### src/verilog/eifc_consts.vh
// How it works
// - Pin passes noise canceller before detection
// - Enable bits 0..5 gate each channel; here only bits 1..3 gate channels 1 to 3
// - Control writes ignored while channel disabled
// - Edge field: rise, fall, both, reserved
// - Fast modes: sample gear, /4, /8, /16
// - Slow modes: sample at quarter low clock
// - Level bit holds filtered level at request
// - Control bits 7..5 read zero
// - Enable bits 7..6 read zero
// - Enable change may latch spurious request
// - Mode change may latch spurious request
// - Control write may latch spurious request
// - Request sets latch until cleared
`ifndef EIFC_CONSTS_VH
`define EIFC_CONSTS_VH

// Register indices; byte address is four times the index
`define EIFC_IDX_CHEN 16'h0F77
`define EIFC_IDX_CTL1 16'h0FD8
`define EIFC_IDX_CTL2 16'h0FD9
`define EIFC_IDX_CTL3 16'h0FDA
`define EIFC_IDX_STAT 16'h0FDC
`define EIFC_IDX_MASK 16'h0FDD

// Reset values
`define EIFC_RST_CHEN 6'h00
`define EIFC_RST_CTL 4'h0
`define EIFC_RST_STAT 3'h0
`define EIFC_RST_MASK 3'h0

// Control register fields
`define EIFC_CTL_NC_LO 0
`define EIFC_CTL_NC_HI 1
`define EIFC_CTL_ES_LO 2
`define EIFC_CTL_ES_HI 3
`define EIFC_CTL_LVL 4

// Edge select codes
`define EIFC_ES_RISE 2'h0
`define EIFC_ES_FALL 2'h1
`define EIFC_ES_BOTH 2'h2

// Sampling interval codes
`define EIFC_NC_DIV1 2'h0
`define EIFC_NC_DIV4 2'h1
`define EIFC_NC_DIV8 2'h2
`define EIFC_NC_DIV16 2'h3

// Timing counts
`define EIFC_LF_DIV 4
`define EIFC_NC_SAMPLES 3

`endif

### src/verilog/eifc_top.v
// Our own choice: register access over AHB-Lite.
`timescale 1ns/1ps
`include "eifc_consts.vh"
// External interrupt front end with AHB-Lite register slave.
// Channels 1 to 3 carry the full filter and detection path;
// channels 0, 4 and 5 keep only their enable bit here.
module eifc_top #(
   parameter NSAMP = `EIFC_NC_SAMPLES
) (
   input wire MCLK,
   input wire ARST_N,
   input wire HSEL,
   input wire [31:0] HADDR,
   input wire [1:0] HTRANS,
   input wire HWRITE,
   input wire [2:0] HSIZE,
   input wire [31:0] HWDATA,
   input wire HREADY,
   output reg [31:0] HRDATA,
   output wire HREADYOUT,
   output wire HRESP,
   input wire [2:0] EXT_IRQ_PIN,
   input wire LF_CLK,
   input wire LOW_SPEED_MODE,
   output wire EXT_IRQ,
   output wire [5:0] CHAN_ENABLE
);
   localparam NCH = 3;

   // Reset release
   reg rst_meta_q;
   reg rst_n_q;

   // Bus state
   reg [15:0] widx_q;
   reg hi_ok_q;
   reg wr_q;
   reg rd_wait_q;

   // Registers
   reg [5:0] chen_q;
   reg [4*NCH-1:0] ctl_q;
   reg [NCH-1:0] lvl_q;
   reg [NCH-1:0] stat_q;
   reg [NCH-1:0] stat_d;
   reg [NCH-1:0] mask_q;

   // Sampling clocks
   reg [3:0] pre_q;
   reg lf_prev_q;
   reg [1:0] lf_cnt_q;
   reg lf_tick_q;

   wire [NCH-1:0] pin_s;
   wire lf_s;
   wire slow_s;
   wire [NCH-1:0] filt;
   wire [NCH-1:0] req;
   wire [NCH-1:0] tick;
   wire addr_phase;
   wire [31:0] wdata;

   // Index match on the word address
   function hit;
      input [15:0] a;
      input hi;
      input [15:0] idx;
      begin
         hit = hi && (a == idx);
      end
   endfunction

   // Gear prescaler tap for a sampling interval code
   function gear_tap;
      input [1:0] nc;
      input [3:0] pre;
      begin
         case (nc)
            `EIFC_NC_DIV1: gear_tap = 1'b1;
            `EIFC_NC_DIV4: gear_tap = (pre[1:0] == 2'h3);
            `EIFC_NC_DIV8: gear_tap = (pre[2:0] == 3'h7);
            default: gear_tap = (pre == 4'hF);
         endcase
      end
   endfunction

   // Reset is asserted at once and released two edges later
   always @(posedge MCLK or negedge ARST_N) begin
      if (!ARST_N) begin
         rst_meta_q <= 1'b0;
         rst_n_q <= 1'b0;
      end else begin
         rst_meta_q <= 1'b1;
         rst_n_q <= rst_meta_q;
      end
   end

   // Pins, slow clock and mode strap come from other domains
   eifc_sync #(.W(NCH)) u_pin_sync (
      .clk(MCLK),
      .rst_n(rst_n_q),
      .din(EXT_IRQ_PIN),
      .dout(pin_s)
   );

   eifc_sync #(.W(2)) u_lf_sync (
      .clk(MCLK),
      .rst_n(rst_n_q),
      .din({LOW_SPEED_MODE, LF_CLK}),
      .dout({slow_s, lf_s})
   );

   // Gear clock prescaler; runs free so every tap stays periodic
   always @(posedge MCLK or negedge rst_n_q) begin
      if (!rst_n_q) begin
         pre_q <= 4'h0;
      end else begin
         pre_q <= pre_q + 4'h1;
      end
   end

   // Quarter of the low-frequency clock, from its rising edges
   always @(posedge MCLK or negedge rst_n_q) begin
      if (!rst_n_q) begin
         lf_prev_q <= 1'b0;
         lf_cnt_q <= 2'h0;
         lf_tick_q <= 1'b0;
      end else begin
         lf_prev_q <= lf_s;
         lf_tick_q <= 1'b0;
         if (lf_s && !lf_prev_q) begin
            lf_cnt_q <= lf_cnt_q + 2'h1;
            lf_tick_q <= (lf_cnt_q == `EIFC_LF_DIV - 1);
         end
      end
   end

   // One filter per channel; the tick source follows the mode
   genvar k;
   generate
      for (k = 0; k < NCH; k = k + 1) begin : g_ch
         assign tick[k] = slow_s ? lf_tick_q
            : gear_tap(ctl_q[4*k+`EIFC_CTL_NC_HI -: 2], pre_q);
         eifc_nc #(.NSAMP(NSAMP)) u_nc (
            .clk(MCLK),
            .rst_n(rst_n_q),
            .en(chen_q[k+1]),
            .pin_s(pin_s[k]),
            .tick(tick[k]),
            .edge_sel(ctl_q[4*k+`EIFC_CTL_ES_HI -: 2]),
            .filt_q(filt[k]),
            .req_q(req[k])
         );
      end
   endgenerate

   // AHB-Lite address phase
   assign addr_phase = HSEL && HTRANS[1] && HREADY;
   assign wdata = HWDATA;

   // Capture the word index; reads add one wait state so that the
   // data comes from a flop and sees any write just before it
   always @(posedge MCLK or negedge rst_n_q) begin
      if (!rst_n_q) begin
         widx_q <= 16'h0000;
         hi_ok_q <= 1'b0;
         wr_q <= 1'b0;
         rd_wait_q <= 1'b0;
      end else begin
         wr_q <= addr_phase && HWRITE;
         rd_wait_q <= addr_phase && !HWRITE;
         if (addr_phase) begin
            widx_q <= HADDR[17:2];
            hi_ok_q <= (HADDR[31:18] == 14'h0000) && (HADDR[1:0] == 2'h0);
         end
      end
   end

   assign HREADYOUT = ~rd_wait_q;
   assign HRESP = 1'b0;

   // Channel enable register; bits 7 and 6 are not stored
   always @(posedge MCLK or negedge rst_n_q) begin
      if (!rst_n_q) begin
         chen_q <= `EIFC_RST_CHEN;
      end else if (wr_q && hit(widx_q, hi_ok_q, `EIFC_IDX_CHEN)) begin
         chen_q <= wdata[5:0];
      end
   end

   assign CHAN_ENABLE = chen_q;

   // Control registers accept data only while the channel runs; a
   // disabled channel drops its settings, so software enables first
   generate
      for (k = 0; k < NCH; k = k + 1) begin : g_ctl
         // Index of this channel's control word, kept at the 16-bit word index width
         localparam [15:0] CIDX = `EIFC_IDX_CTL1 + k;
         always @(posedge MCLK or negedge rst_n_q) begin
            if (!rst_n_q) begin
               ctl_q[4*k+3 -: 4] <= `EIFC_RST_CTL;
            end else if (!chen_q[k+1]) begin
               ctl_q[4*k+3 -: 4] <= `EIFC_RST_CTL;
            end else if (wr_q && hit(widx_q, hi_ok_q, CIDX)) begin
               ctl_q[4*k+3 -: 4] <= wdata[3:0];
            end
         end

         // Level seen by the filter when its request fired
         always @(posedge MCLK or negedge rst_n_q) begin
            if (!rst_n_q) begin
               lvl_q[k] <= 1'b0;
            end else if (!chen_q[k+1]) begin
               lvl_q[k] <= 1'b0;
            end else if (req[k]) begin
               lvl_q[k] <= filt[k];
            end
         end
      end
   endgenerate

   // Interrupt latch: a request in the clearing cycle wins.
   // Enable, mode or control changes may fire requests that land
   // here too; software keeps the mask off around such changes.
   always @* begin
      stat_d = stat_q;
      if (wr_q && hit(widx_q, hi_ok_q, `EIFC_IDX_STAT)) begin
         stat_d = stat_q & ~wdata[NCH-1:0];
      end
      stat_d = stat_d | req;
   end

   always @(posedge MCLK or negedge rst_n_q) begin
      if (!rst_n_q) begin
         stat_q <= `EIFC_RST_STAT;
      end else begin
         stat_q <= stat_d;
      end
   end

   // Mask register gates latched requests onto the output
   always @(posedge MCLK or negedge rst_n_q) begin
      if (!rst_n_q) begin
         mask_q <= `EIFC_RST_MASK;
      end else if (wr_q && hit(widx_q, hi_ok_q, `EIFC_IDX_MASK)) begin
         mask_q <= wdata[NCH-1:0];
      end
   end

   assign EXT_IRQ = |(stat_q & mask_q);

   // Read data registered in the wait cycle; unmapped reads give zero
   always @(posedge MCLK or negedge rst_n_q) begin
      if (!rst_n_q) begin
         HRDATA <= 32'h00000000;
      end else if (rd_wait_q) begin
         if (hit(widx_q, hi_ok_q, `EIFC_IDX_CHEN)) begin
            HRDATA <= {26'h0000000, chen_q};
         end else if (hit(widx_q, hi_ok_q, `EIFC_IDX_CTL1)) begin
            HRDATA <= {27'h0000000, lvl_q[0], ctl_q[3:0]};
         end else if (hit(widx_q, hi_ok_q, `EIFC_IDX_CTL2)) begin
            HRDATA <= {27'h0000000, lvl_q[1], ctl_q[7:4]};
         end else if (hit(widx_q, hi_ok_q, `EIFC_IDX_CTL3)) begin
            HRDATA <= {27'h0000000, lvl_q[2], ctl_q[11:8]};
         end else if (hit(widx_q, hi_ok_q, `EIFC_IDX_STAT)) begin
            HRDATA <= {29'h00000000, stat_q};
         end else if (hit(widx_q, hi_ok_q, `EIFC_IDX_MASK)) begin
            HRDATA <= {29'h00000000, mask_q};
         end else begin
            HRDATA <= 32'h00000000;
         end
      end
   end

   // Software waits after mode switches before clearing the latch;
   // nothing here enforces it, the latch simply accepts the clear.
endmodule

### src/verilog/eifc_sync.v
`timescale 1ns/1ps
// Two-stage synchroniser for levels from outside the clock domain
module eifc_sync #(
   parameter W = 1
) (
   input wire clk,
   input wire rst_n,
   input wire [W-1:0] din,
   output reg [W-1:0] dout
);
   reg [W-1:0] meta_q;

   // First stage feeds only the second stage
   always @(posedge clk or negedge rst_n) begin
      if (!rst_n) begin
         meta_q <= {W{1'b0}};
         dout <= {W{1'b0}};
      end else begin
         meta_q <= din;
         dout <= meta_q;
      end
   end
endmodule

### src/verilog/eifc_nc.v
`timescale 1ns/1ps
`include "eifc_consts.vh"
// Noise canceller and edge detector for one channel
module eifc_nc #(
   parameter NSAMP = `EIFC_NC_SAMPLES
) (
   input wire clk,
   input wire rst_n,
   input wire en,
   input wire pin_s,
   input wire tick,
   input wire [1:0] edge_sel,
   output reg filt_q,
   output reg req_q
);
   reg [3:0] cnt_q;
   reg [3:0] cnt_d;
   reg filt_d;
   reg req_d;

   // Count steady sampling ticks at the new level before flipping
   always @* begin
      cnt_d = cnt_q;
      filt_d = filt_q;
      req_d = 1'b0;
      if (!en) begin
         cnt_d = 4'h0;
         filt_d = 1'b0;
      end else if (tick) begin
         if (pin_s == filt_q) begin
            cnt_d = 4'h0;
         end else if (cnt_q == NSAMP[3:0] - 4'h1) begin
            cnt_d = 4'h0;
            filt_d = pin_s;
            case (edge_sel)
               `EIFC_ES_RISE: req_d = pin_s;
               `EIFC_ES_FALL: req_d = ~pin_s;
               `EIFC_ES_BOTH: req_d = 1'b1;
               default: req_d = 1'b0;
            endcase
         end else begin
            cnt_d = cnt_q + 4'h1;
         end
      end
   end

   // A short pulse never reaches the count, so it is dropped
   always @(posedge clk or negedge rst_n) begin
      if (!rst_n) begin
         cnt_q <= 4'h0;
         filt_q <= 1'b0;
         req_q <= 1'b0;
      end else begin
         cnt_q <= cnt_d;
         filt_q <= filt_d;
         req_q <= req_d;
      end
   end
endmodule

### config.mk
export PLATFORM = sky130hd
export DESIGN_NAME = eifc_top
export DESIGN_NICKNAME = d
export VERILOG_FILES = /design/src/verilog/eifc_top.v /design/src/verilog/eifc_sync.v /design/src/verilog/eifc_nc.v
export VERILOG_INCLUDE_DIRS = /design/src /design/src/verilog
export SDC_FILE = /design/constraint.sdc
export NUM_CORES = 1
export LEC_CHECK = 0
export BUFFER_PORTS_ARGS = -buffer_cell sky130_fd_sc_hd__buf_2
export CAP_MARGIN = 20
export CORE_ASPECT_RATIO = 0.7
export CORE_MARGIN = 1.5
export CORE_UTILIZATION = 42
export DETAILED_ROUTE_END_ITERATION = 8
export PLACE_DENSITY_LB_ADDON = 0.08
export REMOVE_ABC_BUFFERS = 1
export SKIP_LAST_GASP = 1
export SYNTH_ARGS = -nofsm -noshare
export SYNTH_HDL_FRONTEND = slang
export SYNTH_HIERARCHICAL = 1
export SYNTH_SLANG_ARGS = --single-unit
export TNS_END_PERCENT = 1
### constraint.sdc
create_clock -name MCLK -period 6.2 [get_ports MCLK]
set_clock_uncertainty 0.05 [all_clocks]
set_input_delay 1.24 -clock MCLK [delete_from_list [all_inputs] [get_ports MCLK]]
set_output_delay 1.24 -clock MCLK [all_outputs]
set_load 0.03 [all_outputs]
==> impl_metrics.tcl, run 1 <==
set metrics [dict create \
    run_status "complete, but fails checks" \
    violations "DRC" \
    critPathRequiredTime_ns 4.91 \
    port_buffers 62 \
    cts-resized-gates 0 \
    grt_first_pass_wirelength_mm 14.8 \
    synth.cell_area_um2 4460 \
    antenna_found_initial 0 \
    die-height_um 89.2 \
    clk_transition_reported_paths_ns 0.06 \
    max_rail_drop_vdd_mv 0.165 \
    clkSinkCount 90 \
    initial_core_util_pct 43.2 \
    drc_errors 2 \
    netlist_instances 388 \
    layout_worst_path_cycle_share_pct 43.2 \
    cts_max_level 3 \
    max-cap-violations 0 \
    cts_setup_buffers 0 \
    setup_repair_after_global_routing_missed_its_margin "false" \
    power_density_nw_per_um2 278 \
    synthFlopType "sky130_fd_sc_hd__dfrtp_1" \
    hold_buffers 0 \
    cts_tree "done" \
    number_of_global_route_vias_before_repair 2888 \
    yosys.cell_count.top_type "sky130_fd_sc_hd__dfrtp_1" \
    avgViaCountPerCell 5.12 \
    critPathMaxFanout 3 \
    route.vias.total 3023 \
    fp.dieArea_um2 11300 \
    half_perimeter_wire_length_after_placement_mm 6.33 \
    wl_per_cell_um 14.7 \
    crit_slowest_cell "sky130_fd_sc_hd__a222oi_1" \
    clock_tree.buffer_depth 2 \
    post_synth_main_area_contributors "sky130_fd_sc_hd__dfrtp_1 (51%), sky130_fd_sc_hd__mux2_2 (6.6%), sky130_fd_sc_hd__buf_4 (4.5%)" \
    clk_latency_ns 0.34 \
    cp_cell_sequence "a222oi_1 -> inv_1 -> buf_2" \
    syn_avg_cell_area_um2 11.5 \
    post-synth-top-area-cell "sky130_fd_sc_hd__dfrtp_1" \
    ant_nets 0 \
    detailedRoute.firstIterationViolations 138 \
    fraction_of_layout_instances_using_a_drive_strength_above_1_pct 28.1 \
    synth_seq_cells 90 \
    setup.worst_path.end_class "output pin" \
    finalWirelength_mm 8.72 \
    setup.worst_path.class "reg2out" \
    synth_edf_count 0 \
    cts_root_buffer "sky130_fd_sc_hd__clkbuf_16" \
    die_w_um 126 \
    floorplan.core_area_um2 10300 \
    worst-slew-pin-transition_ns 0.890 \
    yosys_top_cell_area_share_pct 50.5 \
    fmax_ghz 0.373 \
    holdCritPathClass "reg2async" \
    ys.warnings.count 6 \
    final-hold-violation-count 0 \
    grt-ovfl-total 0 \
    drt_pass1_iterations 8 \
    finalSetupTns_ns 0 \
    synth-async-reset-ratio_pct 100 \
    worstSetupStartpointType "flip-flop" \
    critPathArrivalTime_ns 1.39 \
    setup-violations-final 0 \
    final.hold.worst_slack_ns 0.207 \
    synth_cell_type_count 51 \
    max_slew_margin_pct 40.5 \
    netlist_top_cells_count "sky130_fd_sc_hd__dfrtp_1 (90), sky130_fd_sc_hd__nand2_1 (36), sky130_fd_sc_hd__buf_4 (27)" \
    final_critical_period_ns 2.68 \
    groute.usage.overall_pct 17.2 \
    flow.area_growth_from_synthesis_pct 15.6 \
    synth_seq_area_share_pct 50.5 \
    n_antenna_cell 0 \
    final-max-slew-violation-count 0 \
    standard_cell_rows 31 \
    static-leakage-power_nw 2.37 \
    numCtsBuffers 9 \
    nNetsFinal 542 \
    design.portCount 120 \
    crit_path_max_incr_delay_ns 0.41 \
    place.gp.congestion 0.749 \
    pin_count_of_the_biggest_net_entering_global_routing 59 \
]
==> cells in the final DEF (no fill, tap or decap), drive strengths merged, types with 8 or more instances in the layout <==
cell type and count:
dfrtp 90, buf 63, nand2 39, conb 28
mux2 26, a21boi 20, mux2i 18, inv 14
o21ai 13, nand3 11, nor2b 11, clkbuf 11
nor2 10, ha 9, nand2b 9, nand4 9
nand4b 8
==> power by group <==
part / internal (W) / switching (W) / total (W)
sequential: 0.000627 / 0.0000465 / 0.000674
combinational: 0.0000616 / 0.0000695 / 0.000131
clock: 0.000414 / 0.000214 / 0.000628
==> cells by family (layout without fill, tap and decap cells) <==
| logic type | after synthesis | count (layout) | share of synthesized area (%) |
|---|---|---|---|
| other | 2 | 28 | 0.168 |
| xor gates and xnor gates | 8 | 8 | 2.08 |
| muxes | 44 | 44 | 10.6 |
| AOI/OAI and AO/OA | 63 | 63 | 10.8 |
| DFF | 90 | 90 | 50.5 |
| buffers and inverters | 48 | 93 | 6.57 |
| adders and majority gates | 9 | 9 | 2.53 |
| and+or+nand+nor | 124 | 124 | 16.8 |
==> final timing paths <==
kind | from | endpoint | slack, ns | depth (start not counted)
worst max-delay path | stat_q[2] | EXT_IRQ | 3.52 | 3
worst min-delay path | rst_n_q | widx_q[0] | 0.21 | 0
worst max register to register | widx_q[12] | ctl_q[0] | 3.77 | 5
worst min register to register | rst_n_q | widx_q[0] | 0.21 | 0
max in group asynchronous | rst_n_q | g_ch[2].u_nc/cnt_q[0] | 4.83 | 1
min in group MCLK | u_pin_sync/meta_q[1] | u_pin_sync/dout[1] | 0.30 | 0
==> worst max-delay path: cells and delay by family, from the launching register on <==
| kind | cells | cell delay [ns] |
|---|---|---|
| AO/OA/AOI/OAI | 1 | 0.41 |
| buffers and inverters | 2 | 0.25 |
| flip-flops | 1 | 0.40 |
==> registers in the layout, indices dropped and copies added (netlist names), 2 cells and up <==
name / flops
mask_q: 3
g_ch.u_nc/filt_q: 3
lvl_q: 3
g_ch.u_nc/cnt_q: 12
widx_q: 16
CHAN_ENABLE: 6
lf_cnt_q: 2
u_pin_sync/meta_q: 3
u_pin_sync/dout: 3
u_lf_sync/dout: 2
HRDATA: 6
stat_q: 3
ctl_q: 12
g_ch.u_nc/req_q: 3
pre_q: 4
u_lf_sync/meta_q: 2
==> area by class of cell <==
cell class / instances / area [µm²]
fill: 948 / 5160
sequential: 90 / 2260
multi-input combinational: 276 / 2010
timing repair buffer: 63 / 318
clock buffer: 11 / 253
tap: 132 / 165
clock inverter: 5 / 100
inverter: 14 / 52.6
==> layer usage <==
metal  GRT usage [%]  routed length, µm
met5               0                  0
met3            4.85                350
met2            26.7               3820
met1            23.7               4440
met4            5.75                105
==> through the flow <==
| step | worst slack, ns | instances | utilization [%] | cell area, µm² | power [W] |
|---|---|---|---|---|---|
| CTS | 3.47 | 591 | 50.0 | 5150 | 0.00146 |
| finish | 3.52 | 591 | 50.0 | 5150 | 0.00143 |
| detailed placement | 3.53 | 575 | 46.5 | 4800 | 0.000818 |
| floorplan | 3.46 | 380 | - | 4320 | 0.000771 |
| global route | 3.43 | 591 | 50.0 | 5150 | 0.00150 |
| global placement | 3.56 | 575 | 46.5 | 4800 | 0.000813 |
Power figures use the tool's default switching activity.
==> inputs of run 2 (changes only) <==
==> constraint.sdc (replaced) <==
create_clock -name MCLK -period 2.67 [get_ports MCLK]
set_clock_uncertainty 0.05 [all_clocks]
set_input_delay 0.534 -clock MCLK [delete_from_list [all_inputs] [get_ports MCLK]]
set_output_delay 0.534 -clock MCLK [all_outputs]
set_load 0.03 [all_outputs]
==> impl_metrics.tcl, run 2 (synthesized netlist as in run 1, its figures left out) <==
set metrics [dict create \
    clk_latency_ns 0.34 \
    layout_common_cells "sky130_fd_sc_hd__dfrtp_1 (89), sky130_fd_sc_hd__buf_2 (62), sky130_fd_sc_hd__nand2_1 (36)" \
    setup.worst_path.end_class "flip-flop" \
    setup.worst_path.class "reg2reg" \
    static-leakage-power_nw 2.36 \
    drc_errors 1 \
    r2r.worst_path.cells 5 \
    power_w 0.00308 \
    clk_transition_reported_paths_ns 0.06 \
    final-max-slew-violation-count 0 \
    critPathMaxFanout 4 \
    layoutNonFillerInstCount 595 \
    finalWirelength_mm 9.03 \
    worstSetupStartpointType "flip-flop" \
    die_w_um 126 \
    design.portCount 120 \
    drt_pass1_iterations 9 \
    pin_count_of_the_biggest_net_entering_global_routing 59 \
    rrSetupSlack_ns 0.53 \
    finish.utilization_pct 49.8 \
    r2r_end "ctl_q[1]" \
    cts_root_buffer "sky130_fd_sc_hd__clkbuf_16" \
    final-hold-violation-count 0 \
    violations "DRC" \
    fraction_of_layout_instances_using_a_drive_strength_above_1_pct 28.3 \
    ant_nets 0 \
    run_status "complete, but fails checks" \
    groute.usage.overall_pct 17.2 \
    avgViaCountPerCell 5.11 \
    setup_repair_after_global_routing_missed_its_margin "false" \
    floorplan.core_area_um2 10300 \
    cts_max_level 3 \
    clock_tree.buffer_depth 2 \
    top_register_by_number_of_flip_flops "widx_q" \
    critPathArrivalTime_ns 2.31 \
    layout_worst_path_cycle_share_pct 80.0 \
    detailedRoute.firstIterationViolations 130 \
    critPathRequiredTime_ns 2.84 \
    grt-ovfl-total 0 \
    cts_tree "done" \
    flow.area_growth_from_synthesis_pct 15.2 \
    postLayoutSetupSlackWorst_ns 0.535 \
    holdCritPathClass "reg2async" \
    initial_core_util_pct 43.2 \
    layout.cell_area.non_filler_um2 5140 \
    grt_first_pass_wirelength_mm 14.9 \
    place.gp.congestion 0.779 \
    final_critical_period_ns 2.14 \
    nNetsFinal 547 \
    power_density_nw_per_um2 599 \
    n_antenna_cell 0 \
    clkSinkCount 90 \
    numCtsBuffers 9 \
    place_inst 579 \
    half_perimeter_wire_length_after_placement_mm 6.50 \
    fmax_ghz 0.468 \
    setup-violations-final 0 \
    standard_cell_rows 31 \
    placed_area_um2 4840 \
    wl_per_cell_um 15.2 \
    fp.dieArea_um2 11300 \
    largest_register_ffs 16 \
    die-height_um 89.2 \
    max_slew_margin_pct 57.0 \
    most_common_cell_after_layout_fill_and_taps_aside "sky130_fd_sc_hd__dfrtp_1" \
    reg_top3 "widx_q (16), ctl_q (12), g_ch.u_nc/cnt_q (12)" \
    timing.rr.start "widx_q[12]" \
    place_ws_ns 0.544 \
    worst-slew-pin-transition_ns 0.645 \
    antenna_found_initial 0 \
    number_of_global_route_vias_before_repair 2995 \
    route.vias.total 3038 \
    max_rail_drop_vdd_mv 0.322 \
    max-cap-violations 0 \
    port_buffers 62 \
]
-- run 2: cell count changes in the layout (fill, tap and decap cells not counted) --
cell	previous run	this run
sky130_fd_sc_hd__clkbuf_8	2	3
sky130_fd_sc_hd__bufinv_16	3	0
sky130_fd_sc_hd__buf_12	0	1
sky130_fd_sc_hd__buf_4	1	4
sky130_fd_sc_hd__clkinvlp_4	0	1
sky130_fd_sc_hd__dlygate4sd3_1	0	1
sky130_fd_sc_hd__clkinv_2	2	1
sky130_fd_sc_hd__clkbuf_1	0	1
-- run 2: what timing repair did --
action,CTS,global route
hold buffers,1,0
endpoints found under the hold margin,2,0
gates resized for setup,0,0
setup buffers,0,0
-- run 2: where the power goes --
group          leakage, nW  switching (W)  total (W)  internal [W]
sequential            1.17       0.000103    0.00156       0.00146
clock                0.138       0.000499    0.00120      0.000700
combinational         1.05       0.000169   0.000317      0.000148
total                 2.36       0.000771    0.00308       0.00231
-- run 2: how the worst max path moves through the flow --
stage | from | end | slack, ns | cells after the start
final | widx_q[12] | ctl_q[1] | 0.53 | 5
after global routing | widx_q[12] | ctl_q[1] | 0.34 | 5
after CTS | widx_q[12] | ctl_q[3] | 0.52 | 5
after detailed placement | widx_q[12] | ctl_q[1] | 0.54 | 5
after global placement | widx_q[12] | ctl_q[0] | 0.58 | 5
after floorplan | rst_n_q | CHAN_ENABLE[0] | -0.07 | 0
-- run 2: layout make-up --
cell class                      count  area (µm²)
Fill cell                         946        5180
Tap cell                          132         165
Clock inverter                      2        12.5
Inverter                           14        52.6
Sequential cell                    90        2260
Multi-Input combinational cell    276        2010
Clock buffer                       13         270
Timing Repair Buffer               68         370
-- run 2: metrics by stage --
step	TNS, ns	hold WS (ns)
after global routing	0	0.227
after detailed placement	0	0.232
after global placement	0	0.232
after floorplan	-6.37	0.188
after CTS	0	0.229
final	0	0.212
-- run 2: metal layers --
metal,global-route usage (%),part of all wire (%)
met5,0,0
met4,6.17,1.3
met3,4.85,4.6
met2,27.0,45
met1,23.3,49
-- run 2: worst max-delay path, stage by stage, from the launching register on --
cell,delay (ns)
sky130_fd_sc_hd__dfrtp_1,0.39
sky130_fd_sc_hd__nor4b_1,0.51
sky130_fd_sc_hd__nand4_1,0.26
sky130_fd_sc_hd__or3b_1,0.55
sky130_fd_sc_hd__mux2i_1,0.20
sky130_fd_sc_hd__nor2b_1,0.07
==> inputs of run 3 (changes only) <==
--- a/config.mk
+++ b/config.mk
@@ -6,6 +6,7 @@
 export SDC_FILE = /design/constraint.sdc
 export NUM_CORES = 1
 export LEC_CHECK = 0
+export ABC_AREA = 1
 export BUFFER_PORTS_ARGS = -buffer_cell sky130_fd_sc_hd__buf_2
 export CAP_MARGIN = 20
 export CORE_ASPECT_RATIO = 0.7
==> constraint.sdc (replaced) <==
create_clock -name MCLK -period 1.8 [get_ports MCLK]
set_clock_uncertainty 0.05 [all_clocks]
set_input_delay 0.36 -clock MCLK [delete_from_list [all_inputs] [get_ports MCLK]]
set_output_delay 0.36 -clock MCLK [all_outputs]
set_load 0.03 [all_outputs]
==> impl_metrics.tcl, run 3 <==
set metrics [dict create \
    setup-violations-final 0 \
    n_antenna_cell 0 \
    ys.warnings.count 6 \
    wl_per_cell_um 13.1 \
    synthFlopType "sky130_fd_sc_hd__dfrtp_1" \
    nNetsFinal 703 \
    synth_edf_count 0 \
    worst_hold_path.num_cells 1 \
    layout_worst_path_cycle_share_pct 96.0 \
    timing.rr.start "pre_q[1]" \
    largest_register_ffs 16 \
    run_status "completed" \
    half_perimeter_wire_length_after_placement_mm 7.22 \
    synth_mux_area_share_pct 0.248 \
    avgViaCountPerCell 4.78 \
    layoutNonFillerInstCount 752 \
    place_ws_ns -0.215 \
    place.gp.congestion 0.849 \
    post_synth_main_area_contributors "sky130_fd_sc_hd__dfrtp_1 (50%), sky130_fd_sc_hd__nand2_1 (12%), sky130_fd_sc_hd__buf_4 (4.6%)" \
    max_rail_drop_vdd_mv 0.466 \
    numCtsBuffers 9 \
    critPathArrivalTime_ns 1.91 \
    netlist_top_cells_count "sky130_fd_sc_hd__nand2_1 (149), sky130_fd_sc_hd__dfrtp_1 (90), sky130_fd_sc_hd__inv_1 (42)" \
    drt_pass1_iterations 4 \
    yosys.area_share.simple_pct 28.2 \
    r2r_end "g_ch[2].u_nc/cnt_q[1]" \
    clock_tree.buffer_depth 2 \
    reg_top3 "widx_q (16), ctl_q (12), g_ch.u_nc/cnt_q (12)" \
    clk_latency_ns 0.34 \
    final_critical_period_ns 1.73 \
    cts_tree "done" \
    die_w_um 127 \
    groute.usage.overall_pct 18.5 \
    finish.utilization_pct 51.3 \
    fp.dieArea_um2 11500 \
    grt-ovfl-total 0 \
    synth_seq_cells 90 \
    critPathMaxFanout 4 \
    setup.worst_path.class "reg2reg" \
    top_register_by_number_of_flip_flops "widx_q" \
    worstSetupStartpointType "flip-flop" \
    fill_cells 984 \
    postLayoutSetupSlackWorst_ns 0.0716 \
    critPathRequiredTime_ns 1.98 \
    grt_first_pass_wirelength_mm 16.6 \
    synth_top_family_by_area "simple AND/OR/NAND/NOR gates" \
    place_inst 734 \
    yosys.cell_count.top_type "sky130_fd_sc_hd__nand2_1" \
    fraction_of_layout_instances_using_a_drive_strength_above_1_pct 25.3 \
    setup_repair_after_global_routing_missed_its_margin "true" \
    yosys.area_share.xor_xnor_pct 0.965 \
    holdCritPathClass "in2reg" \
    number_of_global_route_vias_before_repair 3415 \
    yosys_top_cell_area_share_pct 49.6 \
    synth_fa_ha_area_share_pct 2.48 \
    final.hold.worst_slack_ns 0.0698 \
    ant_nets 0 \
    floorplan.core_area_um2 10400 \
    synth-async-reset-ratio_pct 100 \
    synth_cell_type_count 38 \
    design.portCount 120 \
    standard_cell_rows 31 \
    static-leakage-power_nw 2.84 \
    finalWirelength_mm 9.87 \
    final-hold-violation-count 0 \
    netlist_instances 533 \
    final-max-slew-violation-count 0 \
    hold_start "EXT_IRQ_PIN[1]" \
    antenna_found_initial 0 \
    min_to "u_pin_sync/meta_q[1]" \
    power_w 0.00505 \
    post-synth-top-area-cell "sky130_fd_sc_hd__dfrtp_1" \
    fmax_ghz 0.579 \
    syn_avg_cell_area_um2 8.52 \
    flow.area_growth_from_synthesis_pct 18.0 \
    drc_errors 0 \
    r2r.worst_path.cells 12 \
    synth_compound_gate_area_share_pct 8.46 \
    route.vias.total 3594 \
    pin_count_of_the_biggest_net_entering_global_routing 48 \
    synth.cell_area_um2 4540 \
    initial_core_util_pct 43.5 \
    setup.worst_path.end_class "flip-flop" \
    rrSetupSlack_ns 0.07 \
    cts_root_buffer "sky130_fd_sc_hd__clkbuf_16" \
    layout_common_cells "sky130_fd_sc_hd__nand2_1 (147), sky130_fd_sc_hd__dfrtp_1 (89), sky130_fd_sc_hd__buf_2 (62)" \
    port_buffers 62 \
    die-height_um 90.0 \
    cts_max_level 3 \
    detailedRoute.firstIterationViolations 174 \
    clk_transition_reported_paths_ns 0.07 \
    synth_seq_area_share_pct 49.6 \
    most_common_cell_after_layout_fill_and_taps_aside "sky130_fd_sc_hd__nand2_1" \
    max-cap-violations 0 \
    clkSinkCount 90 \
    power_density_nw_per_um2 943 \
]
==> run 3: final cells by class <==
cell class / instances / area [µm²] / area share [%]
clock buffers: 10 / 239 / 4.46
repair buffers: 77 / 442 / 8.24
flip-flops and latches: 90 / 2260 / 42.1
inverters: 57 / 215 / 4.02
clock inverters: 6 / 47.5 / 0.887
well taps: 132 / 165 / 3.08
multi-input cells: 380 / 1990 / 37.2
==> run 3: logic make-up (layout without fill, tap and decap cells) <==
| logic type | Yosys count | count (layout) |
|---|---|---|
| buf+inv | 89 | 150 |
| mux | 1 | 1 |
| flops | 90 | 90 |
| simple gates | 271 | 271 |
| fa+ha+maj | 9 | 9 |
| xor+xnor | 5 | 5 |
| other cells | 2 | 28 |
| compound gates | 66 | 66 |
==> run 3: through the flow <==
step                setup TNS (ns)  cell area [µm²]
global placement            -0.738             4990
CTS                        -0.0153             5310
detailed placement           -1.34             4990
floorplan                   -82.94             4400
finish                           0             5360
global route                -0.192             5360
==> run 3: repair_timing <==
action | 4_1_cts | 5_1_grt
resized for setup | 13 | 10
gates cloned | 0 | 0
setup endpoints to repair | 14 | 22
hold endpoints to repair | 2 | 0
pin swaps | 1 | 4
setup buffers | 0 | 1
hold buffers | 1 | 0
==> run 3: worst max-delay path, cell delays in order, from the launching register on <==
cell and delay, ns:
sky130_fd_sc_hd__dfrtp_1 0.41, sky130_fd_sc_hd__ha_4 0.18, sky130_fd_sc_hd__ha_4 0.16, sky130_fd_sc_hd__nor2_1 0.09
sky130_fd_sc_hd__nor2_1 0.05, sky130_fd_sc_hd__a21oi_1 0.15, sky130_fd_sc_hd__o21ai_2 0.09, sky130_fd_sc_hd__inv_2 0.06
sky130_fd_sc_hd__nand2_1 0.10, sky130_fd_sc_hd__inv_2 0.12, sky130_fd_sc_hd__nor2_1 0.04, sky130_fd_sc_hd__nand3_1 0.06
sky130_fd_sc_hd__nand2_1 0.05
==> run 3: worst max path at each step <==
stage | startpoint | endpoint | slack, ns
floorplan | rst_n_q | CHAN_ENABLE[0] | -0.94
CTS | pre_q[0] | g_ch[1].u_nc/cnt_q[1] | -0.01
finish | pre_q[1] | g_ch[2].u_nc/cnt_q[1] | 0.07
global placement | pre_q[0] | g_ch[0].u_nc/cnt_q[1] | -0.14
detailed placement | pre_q[0] | g_ch[0].u_nc/cnt_q[1] | -0.22
global route | pre_q[1] | g_ch[2].u_nc/cnt_q[1] | -0.04
==> run 3: routing by layer <==
layer  part of all wire [%]  track usage (%)
met5                      0                0
met4                   0.52             4.83
met3                    5.5             4.70
met2                     40             25.0
met1                     54             29.1
==> run 3: power breakdown <==
group,leakage [nW],total [W],internal (W),switching [W]
Clock,0.140,0.00181,0.000989,0.000824
Sequential,1.07,0.00243,0.00222,0.000213
Combinational,1.64,0.000809,0.000300,0.000510
Total,2.84,0.00505,0.00351,0.00155
